$ cat config.mk
export PLATFORM = sky130hd
export DESIGN_NAME = lad_los_ais_top
export DESIGN_NICKNAME = d
export VERILOG_FILES = /design/src/lad_pkg.sv /design/src/lad_ais_detect.sv /design/src/lad_los_ais_top.sv
export SDC_FILE = /design/constraint.sdc
export NUM_CORES = 1
export LEC_CHECK = 0
export ABC_AREA = 1
export BUFFER_PORTS_ARGS = -buffer_cell sky130_fd_sc_hd__buf_4
export CAP_MARGIN = 20
export CORE_UTILIZATION = 61
export DETAILED_ROUTE_END_ITERATION = 7
export PLACE_DENSITY_LB_ADDON = 0.15
export SKIP_LAST_GASP = 1
export SYNTH_ARGS = -nofsm -noshare
export SYNTH_HDL_FRONTEND = slang
export SYNTH_SLANG_ARGS = --single-unit
export TNS_END_PERCENT = 100
$ cat constraint.sdc
create_clock -name i_clk -period 3.7 [get_ports i_clk]
set_clock_uncertainty 0.15 [all_clocks]
set_input_delay 0.37 -clock i_clk [delete_from_list [all_inputs] [get_ports i_clk]]
set_output_delay 0.37 -clock i_clk [all_outputs]
set_load 0.03 [all_outputs]
$ cat src/lad_pkg.sv
// constants, types and register map of the loss-of-signal and alarm detector
// How it works
// - line type and criteria bits pick criteria
// - loss without insertion: receive outputs follow line
// - loss with system insertion: all-ones receive data
// - system insertion takes receive clock from master
// - line insertion sends all-ones on transmitter
// - loss indication works in every loopback
// - T1 criteria A declares after 175 intervals
// - T1 criteria B declares after 1544 intervals
// - E1 criteria A declares after 32 intervals
// - E1 criteria B declares after 2048 intervals
// - T1 clear: 128 intervals, density, under 100 zeros
// - E1 clear: 32 intervals, density, under 16 zeros
// - long haul uses same declare interval counts
// - long haul clear uses same windows, higher level
// - alarm detection only with recovery enabled, status
// - one T1 criterion, E1 criterion by select
// - E1 two blocks of 512 bits, zeros under 3
// - T1 one block of 8192 bits, zeros under 9
// - loss output follows state, interrupt unless masked
// - clear window starts at a received pulse
package lad_pkg;
  // ---------------------------------------------------------------
  // register map
  // ---------------------------------------------------------------
  localparam logic [7:0] ADDR_CTRL = 8'h00;
  localparam logic [7:0] ADDR_STAT = 8'h04;
  localparam logic [7:0] ADDR_EVT = 8'h08;
  localparam logic [14:0] CTRL_RST = 15'h5420;

  // control register layout, low bit is bit 0 of the word
  typedef struct packed {
    logic [4:0] thr_code;
    logic [2:0] loopback;
    logic irq_mask;
    logic cdr_enable;
    logic long_haul;
    logic line_alarm_ones_enable;
    logic sys_alarm_ones_enable;
    logic criteria_standard_select;
    logic line_type_select;
  } lad_ctrl_s;

  // ---------------------------------------------------------------
  // loss-of-signal counts
  // ---------------------------------------------------------------
  localparam logic [11:0] DECL_T1_A = 12'h0AF;
  localparam logic [11:0] DECL_T1_B = 12'h608;
  localparam logic [11:0] DECL_E1_A = 12'h020;
  localparam logic [11:0] DECL_E1_B = 12'h800;
  localparam logic [7:0] CLR_M_T1 = 8'h80;
  localparam logic [7:0] CLR_M_E1 = 8'h20;
  localparam logic [7:0] DENS_T1 = 8'h10;
  localparam logic [7:0] DENS_E1 = 8'h04;
  localparam logic [6:0] ZRUN_T1 = 7'h64;
  localparam logic [6:0] ZRUN_E1 = 7'h10;

  // ---------------------------------------------------------------
  // long haul threshold code mapping, magnitude in dB below nominal
  // ---------------------------------------------------------------
  localparam logic [5:0] THR_BASE_DB = 6'h04;
  localparam logic [4:0] THR_SAT_CODE = 5'h16;
  localparam logic [5:0] THR_SAT_DB = 6'h30;

  // ---------------------------------------------------------------
  // alarm indication blocks
  // ---------------------------------------------------------------
  localparam logic [13:0] AIS_BLK_T1 = 14'h2000;
  localparam logic [13:0] AIS_BLK_E1 = 14'h0200;
  localparam logic [3:0] AIS_Z_T1 = 4'h9;
  localparam logic [3:0] AIS_Z_E1 = 4'h3;
  localparam logic [3:0] AIS_Z_SAT = 4'hF;

  // master clock half period for substitute patterns, in i_clk cycles
  localparam logic [2:0] MCLK_HALF = 3'h5;

  typedef enum logic [1:0] {
    ST_OK = 2'b00,
    ST_LOST = 2'b01,
    ST_CLEARING = 2'b10
  } lad_state_e;
endpackage

$ cat src/lad_ais_detect.sv
// alarm indication signal detector on received marks
`timescale 1ns/1ns
module lad_ais_detect (
  // clock and reset
  input wire logic i_clk,
  input wire logic i_rst_n,
  // received bits
  input wire logic i_bit_en,
  input wire logic i_mark,
  // configuration
  input wire logic i_cdr_enable,
  input wire logic i_line_type_select,
  input wire logic i_criteria_standard_select,
  // status
  output logic o_alarm_signal_status
);
  logic [13:0] bit_cnt, next_bit_cnt;
  logic [3:0] zeros, next_zeros;
  logic prev_few, next_prev_few;
  logic prev_many, next_prev_many;
  logic next_ais;
  logic [13:0] blk_len;
  logic [3:0] z_lim;
  logic [3:0] zeros_in;
  logic few;

  // block length and zero limit per line type
  assign blk_len = i_line_type_select ? lad_pkg::AIS_BLK_T1 : lad_pkg::AIS_BLK_E1;
  assign z_lim = i_line_type_select ? lad_pkg::AIS_Z_T1 : lad_pkg::AIS_Z_E1;
  assign zeros_in = (!i_mark && zeros != lad_pkg::AIS_Z_SAT) ? zeros + 4'h1 : zeros;
  assign few = zeros_in < z_lim;

  // block counting and decision at block end
  always_comb begin
    next_bit_cnt = bit_cnt;
    next_zeros = zeros;
    next_prev_few = prev_few;
    next_prev_many = prev_many;
    next_ais = o_alarm_signal_status;
    if (!i_cdr_enable) begin
      next_bit_cnt = 14'h0000;
      next_zeros = 4'h0;
      next_prev_few = 1'b0;
      next_prev_many = 1'b0;
      next_ais = 1'b0;
    end else if (i_bit_en) begin
      if (bit_cnt == blk_len - 14'h0001) begin
        next_bit_cnt = 14'h0000;
        next_zeros = 4'h0;
        next_prev_few = few;
        next_prev_many = !few;
        if (i_line_type_select) begin
          next_ais = few;
        end else if (few && prev_few) begin
          next_ais = 1'b1;
        end else if (!few && (i_criteria_standard_select || prev_many)) begin
          next_ais = 1'b0;
        end
      end else begin
        next_bit_cnt = bit_cnt + 14'h0001;
        next_zeros = zeros_in;
      end
    end
  end

  // state registers
  always_ff @(posedge i_clk or negedge i_rst_n) begin
    if (!i_rst_n) begin
      bit_cnt <= 14'h0000;
      zeros <= 4'h0;
      prev_few <= 1'b0;
      prev_many <= 1'b0;
      o_alarm_signal_status <= 1'b0;
    end else begin
      bit_cnt <= next_bit_cnt;
      zeros <= next_zeros;
      prev_few <= next_prev_few;
      prev_many <= next_prev_many;
      o_alarm_signal_status <= next_ais;
    end
  end

  a_ais_cdr_off: assert property (@(posedge i_clk) disable iff (!i_rst_n)
    !i_cdr_enable |=> !o_alarm_signal_status) else $error("alarm status set with recovery disabled");
  a_ais_t1_block: assert property (@(posedge i_clk) disable iff (!i_rst_n)
    (i_cdr_enable && i_line_type_select && i_bit_en && bit_cnt == blk_len - 14'h0001)
    |=> o_alarm_signal_status == $past(few)) else $error("T1 alarm decision wrong at block end");
endmodule

$ cat src/lad_los_ais_top.sv
// loss-of-signal and alarm detector with wishbone registers and alarm insertion
//
// The Wishbone register port and the placing of the registers were decided locally.
`timescale 1ns/1ns
module lad_los_ais_top (
  // clock and reset
  input wire logic i_clk,
  input wire logic i_rst_n,
  // wishbone slave
  input wire logic i_wb_cyc,
  input wire logic i_wb_stb,
  input wire logic i_wb_we,
  input wire logic [7:0] i_wb_adr,
  input wire logic [3:0] i_wb_sel,
  input wire logic [31:0] i_wb_dat,
  output logic [31:0] o_wb_dat,
  output logic o_wb_ack,
  // line receiver pins and level comparators
  input wire logic i_line_rx_tip,
  input wire logic i_line_rx_ring,
  input wire logic i_rec_clk,
  input wire logic i_level_below_q,
  input wire logic i_level_above_p,
  // pulse interval strobe from clock recovery
  input wire logic i_bit_en,
  // transmit data from the transmit path
  input wire logic i_tx_pos,
  input wire logic i_tx_neg,
  // system side receive outputs
  output logic o_rx_data_pos,
  output logic o_rx_data_neg,
  output logic o_rx_clock_out,
  // line transmitter
  output logic o_line_tx_tip,
  output logic o_line_tx_ring,
  // status and threshold
  output logic o_signal_loss_out,
  output logic o_alarm_signal_status,
  output logic o_irq,
  output logic [5:0] o_threshold_db
);
  // ---------------------------------------------------------------
  // pin synchronisers
  // ---------------------------------------------------------------
  logic [4:0] sync1, sync2;
  logic rx_tip, rx_ring, rec_clk, below_q, above_p, mark;

  // two flops on every asynchronous pin
  always_ff @(posedge i_clk or negedge i_rst_n) begin
    if (!i_rst_n) begin
      sync1 <= 5'h00;
      sync2 <= 5'h00;
    end else begin
      sync1 <= {i_line_rx_tip, i_line_rx_ring, i_rec_clk, i_level_below_q, i_level_above_p};
      sync2 <= sync1;
    end
  end
  assign {rx_tip, rx_ring, rec_clk, below_q, above_p} = sync2;
  assign mark = rx_tip | rx_ring;

  // ---------------------------------------------------------------
  // register bus
  // ---------------------------------------------------------------
  logic [14:0] ctrl_q, next_ctrl;
  lad_pkg::lad_ctrl_s ctrl;
  logic evt, next_evt;
  logic next_irq;
  logic next_ack;
  logic [31:0] next_dat, rdata;
  logic wb_req, wr_ctrl, wr_evt;
  logic los, los_declare;
  logic [5:0] thr_db;

  assign ctrl = lad_pkg::lad_ctrl_s'(ctrl_q);
  assign wb_req = i_wb_cyc & i_wb_stb & ~o_wb_ack;
  assign wr_ctrl = wb_req & i_wb_we & (i_wb_adr == lad_pkg::ADDR_CTRL);
  assign wr_evt = wb_req & i_wb_we & (i_wb_adr == lad_pkg::ADDR_EVT);

  // read mux, unmapped addresses read zero
  always_comb begin
    rdata = 32'h0000_0000;
    if (i_wb_adr == lad_pkg::ADDR_CTRL) begin
      rdata = {17'h00000, ctrl_q};
    end else if (i_wb_adr == lad_pkg::ADDR_STAT) begin
      rdata = {18'h00000, thr_db, 6'h00, o_alarm_signal_status, los};
    end else if (i_wb_adr == lad_pkg::ADDR_EVT) begin
      rdata = {31'h0000_0000, evt};
    end
  end

  // register writes, event clear by writing one, set wins
  always_comb begin
    next_ctrl = ctrl_q;
    if (wr_ctrl && i_wb_sel[0]) begin
      next_ctrl[7:0] = i_wb_dat[7:0];
    end
    if (wr_ctrl && i_wb_sel[1]) begin
      next_ctrl[14:8] = i_wb_dat[14:8];
    end
    next_evt = evt;
    if (wr_evt && i_wb_sel[0] && i_wb_dat[0]) begin
      next_evt = 1'b0;
    end
    if (los_declare) begin
      next_evt = 1'b1;
    end
    next_irq = evt & ~ctrl.irq_mask;
    next_ack = wb_req;
    next_dat = wb_req ? rdata : 32'h0000_0000;
  end

  always_ff @(posedge i_clk or negedge i_rst_n) begin
    if (!i_rst_n) begin
      ctrl_q <= lad_pkg::CTRL_RST;
      evt <= 1'b0;
      o_irq <= 1'b0;
      o_wb_ack <= 1'b0;
      o_wb_dat <= 32'h0000_0000;
    end else begin
      ctrl_q <= next_ctrl;
      evt <= next_evt;
      o_irq <= next_irq;
      o_wb_ack <= next_ack;
      o_wb_dat <= next_dat;
    end
  end

  // ---------------------------------------------------------------
  // loss-of-signal declare and clear
  // ---------------------------------------------------------------
  lad_pkg::lad_state_e state, next_state;
  logic [11:0] decl_cnt, next_decl, decl_lim;
  logic [7:0] win_cnt, next_win, marks, next_marks, m_lim, d_lim, marks_in;
  logic [6:0] zrun, next_zrun, z_lim, zrun_in;

  // limits picked by line type and criteria, same for long and short haul
  always_comb begin
    if (ctrl.line_type_select) begin
      decl_lim = ctrl.criteria_standard_select ? lad_pkg::DECL_T1_B : lad_pkg::DECL_T1_A;
      m_lim = lad_pkg::CLR_M_T1;
      d_lim = lad_pkg::DENS_T1;
      z_lim = lad_pkg::ZRUN_T1;
    end else begin
      decl_lim = ctrl.criteria_standard_select ? lad_pkg::DECL_E1_B : lad_pkg::DECL_E1_A;
      m_lim = lad_pkg::CLR_M_E1;
      d_lim = lad_pkg::DENS_E1;
      z_lim = lad_pkg::ZRUN_E1;
    end
  end
  assign marks_in = marks + {7'h00, mark};
  assign zrun_in = mark ? 7'h00 : zrun + 7'h01;

  // state machine, advances on pulse interval strobes; loopback never gates it
  always_comb begin
    next_state = state;
    next_decl = decl_cnt;
    next_win = win_cnt;
    next_marks = marks;
    next_zrun = zrun;
    los_declare = 1'b0;
    if (i_bit_en) begin
      unique case (state)
        lad_pkg::ST_OK: begin
          if (!below_q) begin
            next_decl = 12'h000;
          end else if (decl_cnt == decl_lim - 12'h001) begin
            next_state = lad_pkg::ST_LOST;
            next_decl = 12'h000;
            los_declare = 1'b1;
          end else begin
            next_decl = decl_cnt + 12'h001;
          end
        end
        lad_pkg::ST_LOST: begin
          if (mark && above_p) begin
            next_state = lad_pkg::ST_CLEARING;
            next_win = 8'h01;
            next_marks = 8'h01;
            next_zrun = 7'h00;
          end
        end
        lad_pkg::ST_CLEARING: begin
          if (mark && !above_p) begin
            next_state = lad_pkg::ST_LOST;
          end else if (zrun_in >= z_lim) begin
            next_state = lad_pkg::ST_LOST;
          end else if (win_cnt == m_lim - 8'h01) begin
            next_state = (marks_in >= d_lim) ? lad_pkg::ST_OK : lad_pkg::ST_LOST;
          end else begin
            next_win = win_cnt + 8'h01;
            next_marks = marks_in;
            next_zrun = zrun_in;
          end
        end
      endcase
    end
  end

  always_ff @(posedge i_clk or negedge i_rst_n) begin
    if (!i_rst_n) begin
      state <= lad_pkg::ST_OK;
      decl_cnt <= 12'h000;
      win_cnt <= 8'h00;
      marks <= 8'h00;
      zrun <= 7'h00;
    end else begin
      state <= next_state;
      decl_cnt <= next_decl;
      win_cnt <= next_win;
      marks <= next_marks;
      zrun <= next_zrun;
    end
  end
  assign los = (state != lad_pkg::ST_OK);

  // long haul threshold magnitude: 4 dB plus 2 dB per code, saturating
  assign thr_db = (ctrl.thr_code >= lad_pkg::THR_SAT_CODE) ? lad_pkg::THR_SAT_DB
                : {ctrl.thr_code, 1'b0} + lad_pkg::THR_BASE_DB;

  // ---------------------------------------------------------------
  // master clock patterns and output muxing
  // ---------------------------------------------------------------
  logic [2:0] div_cnt, next_div;
  logic mclk, next_mclk, alt, next_alt;
  logic sys_ones, line_ones, tick;
  logic next_rx_pos, next_rx_neg, next_rx_clk, next_tx_tip, next_tx_ring;

  assign tick = (div_cnt == lad_pkg::MCLK_HALF - 3'h1);
  assign sys_ones = los & ctrl.sys_alarm_ones_enable;
  assign line_ones = los & ctrl.line_alarm_ones_enable;

  // master-derived clock and alternating mark phase, then output selection
  always_comb begin
    next_div = tick ? 3'h0 : div_cnt + 3'h1;
    next_mclk = tick ? ~mclk : mclk;
    next_alt = (tick && !mclk) ? ~alt : alt;
    next_rx_pos = sys_ones ? alt : rx_tip;
    next_rx_neg = sys_ones ? ~alt : rx_ring;
    next_rx_clk = sys_ones ? mclk : rec_clk;
    next_tx_tip = line_ones ? alt : i_tx_pos;
    next_tx_ring = line_ones ? ~alt : i_tx_neg;
  end

  always_ff @(posedge i_clk or negedge i_rst_n) begin
    if (!i_rst_n) begin
      div_cnt <= 3'h0;
      mclk <= 1'b0;
      alt <= 1'b0;
      o_rx_data_pos <= 1'b0;
      o_rx_data_neg <= 1'b0;
      o_rx_clock_out <= 1'b0;
      o_line_tx_tip <= 1'b0;
      o_line_tx_ring <= 1'b0;
      o_signal_loss_out <= 1'b0;
      o_threshold_db <= 6'h00;
    end else begin
      div_cnt <= next_div;
      mclk <= next_mclk;
      alt <= next_alt;
      o_rx_data_pos <= next_rx_pos;
      o_rx_data_neg <= next_rx_neg;
      o_rx_clock_out <= next_rx_clk;
      o_line_tx_tip <= next_tx_tip;
      o_line_tx_ring <= next_tx_ring;
      o_signal_loss_out <= los;
      o_threshold_db <= thr_db;
    end
  end

  // alarm indication detector
  lad_ais_detect u_ais (
    .i_clk(i_clk),
    .i_rst_n(i_rst_n),
    .i_bit_en(i_bit_en),
    .i_mark(mark),
    .i_cdr_enable(ctrl.cdr_enable),
    .i_line_type_select(ctrl.line_type_select),
    .i_criteria_standard_select(ctrl.criteria_standard_select),
    .o_alarm_signal_status(o_alarm_signal_status)
  );

  // ---------------------------------------------------------------
  // assertions
  // ---------------------------------------------------------------
  a_los_declare_out: assert property (@(posedge i_clk) disable iff (!i_rst_n)
    los_declare |=> (state == lad_pkg::ST_LOST) ##1 o_signal_loss_out) else $error("loss not declared");
  a_decl_break: assert property (@(posedge i_clk) disable iff (!i_rst_n)
    (state == lad_pkg::ST_OK && i_bit_en && !below_q) |=> decl_cnt == 12'h000) else $error("declare count kept");
  a_clear_start: assert property (@(posedge i_clk) disable iff (!i_rst_n)
    (state == lad_pkg::ST_LOST && i_bit_en && mark && above_p) |=> state == lad_pkg::ST_CLEARING)
    else $error("clear window did not start on pulse");
  a_zero_abort: assert property (@(posedge i_clk) disable iff (!i_rst_n)
    (state == lad_pkg::ST_CLEARING && i_bit_en && !mark && zrun_in >= z_lim) |=> state == lad_pkg::ST_LOST)
    else $error("zero run did not abort clear");
  a_rx_follow: assert property (@(posedge i_clk) disable iff (!i_rst_n)
    !sys_ones |=> (o_rx_data_pos == $past(rx_tip)) && (o_rx_clock_out == $past(rec_clk)))
    else $error("receive outputs do not follow line");
  a_sys_ones_data: assert property (@(posedge i_clk) disable iff (!i_rst_n)
    sys_ones |=> (o_rx_data_pos ^ o_rx_data_neg) && (o_rx_clock_out == $past(mclk)))
    else $error("system all-ones insertion wrong");
  a_tx_ones: assert property (@(posedge i_clk) disable iff (!i_rst_n)
    line_ones |=> (o_line_tx_tip == $past(alt)) && (o_line_tx_tip ^ o_line_tx_ring))
    else $error("line all-ones insertion wrong");
  a_irq_mask: assert property (@(posedge i_clk) disable iff (!i_rst_n)
    (los_declare && !ctrl.irq_mask && !next_ctrl[6]) |=> ##1 o_irq) else $error("unmasked interrupt missing");
  a_thr_sat: assert property (@(posedge i_clk) disable iff (!i_rst_n)
    (ctrl.thr_code >= lad_pkg::THR_SAT_CODE) |=> o_threshold_db == lad_pkg::THR_SAT_DB)
    else $error("threshold not saturated");
  a_ack_pulse: assert property (@(posedge i_clk) disable iff (!i_rst_n)
    o_wb_ack |=> !o_wb_ack) else $error("ack longer than one cycle");
endmodule

== Word level (Yosys, flattened, before mapping) ==
Cells that the tools add are included.

* Logic and storage cells: 169
* Flip-flop bits (word level): 135

* Reductions and logical operators: 25
* Eq/ne operators: 19
* Bitwise logic cells: 13
* Multiplexer cells: 69
* Add/sub/neg operators: 11
* $lt $le $gt $ge: 4

{| class="wikitable"
|+ Operators by type and width
! operator !! count
|-
| $mux W14 || 5
|-
| $mux W8 || 8
|-
| $mux W12 || 4
|-
| $mux W7 || 6
|-
| $mux W32 || 1
|-
| $pmux W8 S2 || 2
|-
| $mux W1 || 25
|-
| $mux W4 || 5
|-
| $mux W15 || 1
|-
| $add A14 B1 Y14 const B || 1
|-
| $eq A14 B14 Y1 || 1
|-
| $ne A2 B2 Y1 const B || 7
|-
| $pmux W7 S2 || 1
|-
| $sub A14 B1 Y14 const B || 1
|-
| $add A12 B1 Y12 const B || 1
|-
| $eq A12 B12 Y1 || 1
|-
| $mux W2 || 6
|-
| $sub A12 B1 Y12 const B || 1
|-
| $mux W11 || 1
|-
| $logic_and A1 B1 Y1 || 10
|-
| $add A8 B1 Y8 || 1
|-
| $add A8 B1 Y8 const B || 1
|-
| $and A1 B1 Y1 || 8
|-
| $eq A8 B3 Y1 const B || 1
|-
| 32 further kinds || 42
|}

== Depth between registers and ports, before layout ==
* Depth in word-level cells: 13
* Mapped depth: 15
* Depth with buffers taken out: 15

== By module ==
Synthesis repeated with hierarchy kept, for this count alone.

* Cells, all modules: 753
* Area total of the unflattened synthesis: 6,229.7 um2

{| class="wikitable"
|+ Modules (own cells, without submodules)
! module !! area each (um2) !! times used !! cells each
|-
| lad_los_ais_top || 5,003.5 || 1 || 598
|-
| lad_ais_detect || 1,226.2 || 1 || 155
|}

== Worst setup path before layout ==
Ideal clock, no wire load.

* Path type: reg2reg
* Start point: reg sync2[3]
* End point: reg state[0]
* Clock period less this slack: 2,384 ps
* Arrival: 2,169 ps
* Stages on the path, launching flop included: 16
* Path slack: 1,316 ps
* Library setup time: 65 ps
* Cell sequence: dfrtp_1 -> nor2_4 -> inv_1 -> ha_1 -> ha_1 -> xnor2_1 -> ha_1 -> a21boi_0 -> nand2_1 -> nand2_1 -> nand2_1 -> o21ai_0 -> nand2_1 -> a21oi_1 -> nand2_1 -> nand2_1

* Longest elaborated chain between the ends: 8

{| class="wikitable"
|+ Ends and longest elaborated chain
! what !! line !! RTL
|-
| start, declared || lad_los_ais_top.sv:45 || <nowiki>logic [4:0] sync1, sync2;</nowiki>
|-
| start signal, assigned || lad_los_ais_top.sv:55 || <nowiki>sync2 <= sync1;</nowiki>
|-
| $or A1 B1 Y1 (*) || lad_los_ais_top.sv:59 || <nowiki>assign mark = rx_tip | rx_ring;</nowiki>
|-
| $add A8 B1 Y8 || lad_los_ais_top.sv:150 || <nowiki>assign marks_in = marks + {7'h00, mark};</nowiki>
|-
| $ge A8 B8 Y1 || lad_los_ais_top.sv:188 || <nowiki>next_state = (marks_in >= d_lim) ? lad_pkg::ST_OK : lad_pkg::ST_LOST;</nowiki>
|-
| $mux W1 || lad_los_ais_top.sv:188 ||
|-
| $mux W2 || lad_los_ais_top.sv:187 || <nowiki>end else if (win_cnt == m_lim - 8'h01) begin</nowiki>
|-
| $mux W2 || lad_los_ais_top.sv:185 || <nowiki>end else if (zrun_in >= z_lim) begin</nowiki>
|-
| $mux W2 || lad_los_ais_top.sv:183 || <nowiki>if (mark && !above_p) begin</nowiki>
|-
| $pmux W2 S3 || lad_los_ais_top.sv:162 || <nowiki>unique case (state)</nowiki>
|-
| end signal, assigned || lad_los_ais_top.sv:201 || <nowiki>state <= lad_pkg::ST_OK;</nowiki>
|-
| end signal, assigned || lad_los_ais_top.sv:207 || <nowiki>state <= next_state;</nowiki>
|-
| end, declared || lad_los_ais_top.sv:131 || <nowiki>lad_pkg::lad_state_e state, next_state;</nowiki>
|}

Mark *: on every way between the ends. The rest lies on a longest branch, timed or not. The select of a mux whose other input is x is not followed.
A chain may end at the register's enable or synchronous reset.

== Worst setup path in the final report ==
* Start point: reg zrun[0]
* End point: reg zrun[3]

* Longest elaborated chain between the ends: 6

{| class="wikitable"
|+ Ends and longest elaborated chain
! what !! line !! RTL
|-
| start, declared || lad_los_ais_top.sv:134 || <nowiki>logic [6:0] zrun, next_zrun, z_lim, zrun_in;</nowiki>
|-
| start signal, assigned || lad_los_ais_top.sv:211 || <nowiki>zrun <= next_zrun;</nowiki>
|-
| $add A7 B1 Y7 (*) || lad_los_ais_top.sv:151 || <nowiki>assign zrun_in = mark ? 7'h00 : zrun + 7'h01;</nowiki>
|-
| $mux W7 (*) || lad_los_ais_top.sv:151 ||
|-
| parallel branches: the longest is 4 deep, another holds $ge A7 B7 Y1 || - ||
|}

Every way passes the cells marked *. The select of a mux whose other input is x is not followed.

==> run metrics <==
H-tree depth=4; area share of the largest cell type after synthesis=0.448; Worst Path Arrival=3.00 ns; DR iter-0 viols=224; f_max=361 MHz; initial antenna violation count=0; Filler cells=638; hold path cells=3; WL final=~14000 µm; top cells by area, synth=dfrtp_1 45%, nand2_1 8.3%, ha_1 4.6%; pwr/cell area=505 nW/µm²; Initial Util=0.636; final setup TNS=0 ns; number of hold buffers added after cts=24; Worst-path clk slew=0.06 ns; CTS sink cnt=117; number of synthesized flops with an enable pin=0; PortBufs=66; register area share after synthesis=0.465; Critical Path RT=3.93 ns; post-layout util=0.772; cell count along the critical path=14; flop-to-flop setup slack=0.93 ns; CTS resizes=0; worst r2r dst=zrun[3]$_DFFE_PN0P_; Crit. End Element=flip-flop; crit path from=zrun[0]$_DFFE_PN0P_; DRC=0; final setup vio count=0; Synth area leader=dfrtp_1; Async S/R FF share, synth=1.00; crit path launch type=flip-flop; CTS Buf Count=17; number of post-CTS setup repair buffers=0; Root Driver=clkbuf_8; hold_ws=between 0.02 and 0.025 ns; VDD IR-drop max=408 µV; Die Wd=104 µm; number of core rows=36; Total GRT Usage=0.282; maxcap violations=0; register bit total from synthesis=between 100 and 150; Mapped Cells=~710; total power draw=approximately 3.9 mW; Max Root-Sink Buffers=2; share of cells above drive strength 1=0.234; CP endpoint=zrun[3]$_DFFE_PN0P_; worst min path class=input pin to flip-flop; GPL Wtd Cong=0.844; CP max FO=44; Slew Viols, Final=0; chip height=104 µm; core area=just under 10000 µm²; first-pass GRT wire length=24400 µm; slowest CP cell=dfrtp_1; Mapped Avg Cell Area=approximately 8.9 µm²; vias in the first global route=5200; nets=roughly 900; Netlist Area Pre-Place=6310 µm²; CP Class=flip-flop to flip-flop; Hold Vio Cnt, Final=0; Unique masters post-synth=52; grt ovf=0; Final Instance Count excl. Fillers=957; count of buffer and inverter cells on the critical path=2; Layout area overhead=21.3%; largest net degree at the start of global routing=81; Ys Warns=0; Leak=3.69 nW; CTS tree=done; final worst-path cycle share=0.748; n_diodes=0; Ports=between 100 and 150; status=finished clean; DP Wirelength=8810 µm; RSZ-0062 raised after global routing=false; dominant synthesized flop cell=dfrtp_1; vias=5116; Max-slew headroom=0.517; count leader, synth=nand2_1; die area=10700 µm²; Pre-antenna DRT Iters=4; clock latency on the worst-skew pair=0.52 ns; Tightest Pin Transition=~0.72 ns; Final Critical Period=between 2 and 3 ns; total area of sequential cells=2930 µm²; Vias/cell=5.35; Placed Cells=900; worst path cell trace=ha_1, nand4_1, inv_1, and3_1, nor3_1, ha_1, a21oi_1, nand2_1, inv_1, nand2_2, nand2_4, nand2_8, nand2_1, o21ai_2; most frequent cells after synthesis=140 x nand2_1, 113 x dfrtp_1, 71 x nor2_1, 69 x inv_1, 46 x nand3_1; worst r2r path cells=14; largest delay contributor family on the critical path=simple AND/OR/NAND/NOR gates; Worst path max stage delay=0.44 ns; Routed WL per cell=14.7 µm; DRT antenna net count=0; area occupied by multi-input gates=~2900 µm²; FF-to-FF Start=zrun[0]$_DFFE_PN0P_
[state kept, by name, summed over array words and instances (netlist names), 2 cells and up]
signal	cells
marks	8
win_cnt	8
u_ais.zeros	4
state	2
sync2	5
ctrl	15
o_threshold_db	5
sync1	5
u_ais.bit_cnt	14
o_wb_dat	15
zrun	7
div_cnt	3
decl_cnt	12
[power breakdown]
group          switching [mW]  internal [mW]
registers               0.100           1.39
logic                   0.489          0.241
clock network           0.566           1.08
[worst min-delay path by stage]
| stage | startpoint | endpoint |
|---|---|---|
| CTS | i_wb_cyc | o_wb_ack$_DFF_PN0_ |
| detailed placement | sync1[3]$_DFF_PN0_ | sync2[3]$_DFF_PN0_ |
| global route | i_wb_dat[2] | ctrl[2]$_DFFE_PN0P_ |
| global placement | sync1[3]$_DFF_PN0_ | sync2[3]$_DFF_PN0_ |
| finish | i_wb_cyc | o_wb_ack$_DFF_PN0_ |
| floorplan | i_rst_n | alt$_DFFE_PN0P_ |
[kinds of logic after synthesis]
logic type | synth area share
AO/OA/AOI/OAI | 0.0905
XOR/XNOR | 0.0375
adder cells (fa/ha/maj) | 0.0456
buffers and inverters | 0.0901
flip-flops | 0.465
multiplexers | 0.0159
other | 0.000595
AND/OR/NAND/NOR | 0.255
[tightest hold or removal path, cell delays in order]
cell and delay, ns:
buf_4 0.11, nand2_1 0.07, nor2_2 0.08
[cell type report]
cell class	instances	area share
flip-flops and latches	117	0.383
multi-input cells	502	0.375
repair buffers	95	0.104
clock buffers	23	0.0610
inverters	78	0.0386
well taps	133	0.0217
clock inverters	9	0.0167
[per-stage QoR]
step / setup WS [ns] / cell area, µm²
2_1_floorplan: 1.32 / 6370
6_report: 0.934 / 7650
3_5_place_dp: 1.00 / 6790
4_1_cts: 0.967 / 7620
5_1_grt: 0.755 / 7650
3_3_place_gp: 1.07 / 6790
[placed cells by master, fill, tap and decap left out, types with 4 or more instances in the layout]
master         instances
inv_2                  7
ha_1                  23
nor3_1                14
clkbuf_8               4
a21oi_1               25
dlygate4sd3_1         24
nor2_1                71
clkinv_2               4
o21ai_0               16
xor2_1                20
nand2_2               26
o21ai_2               22
mux2_2                 8
dfrtp_1              113
clkbuf_16             16
conb_1                18
o21ai_1                6
dfstp_2                4
nor3_2                 4
nand3_1               46
nor2_2                 4
o22ai_1                9
buf_4                 70
xnor2_1                7
nand4_1               12
nand2_1              140
inv_1                 69
[per-layer routing]
metal	vias up	global-route usage	routed length, µm
li1	2479	-	-
met1	2468	0.337	5890
met2	145	0.492	7210
met3	24	0.0730	681
met4	0	0.103	251
met5	-	0	0
No activity file was read; power rests on OpenSTA's default activity.
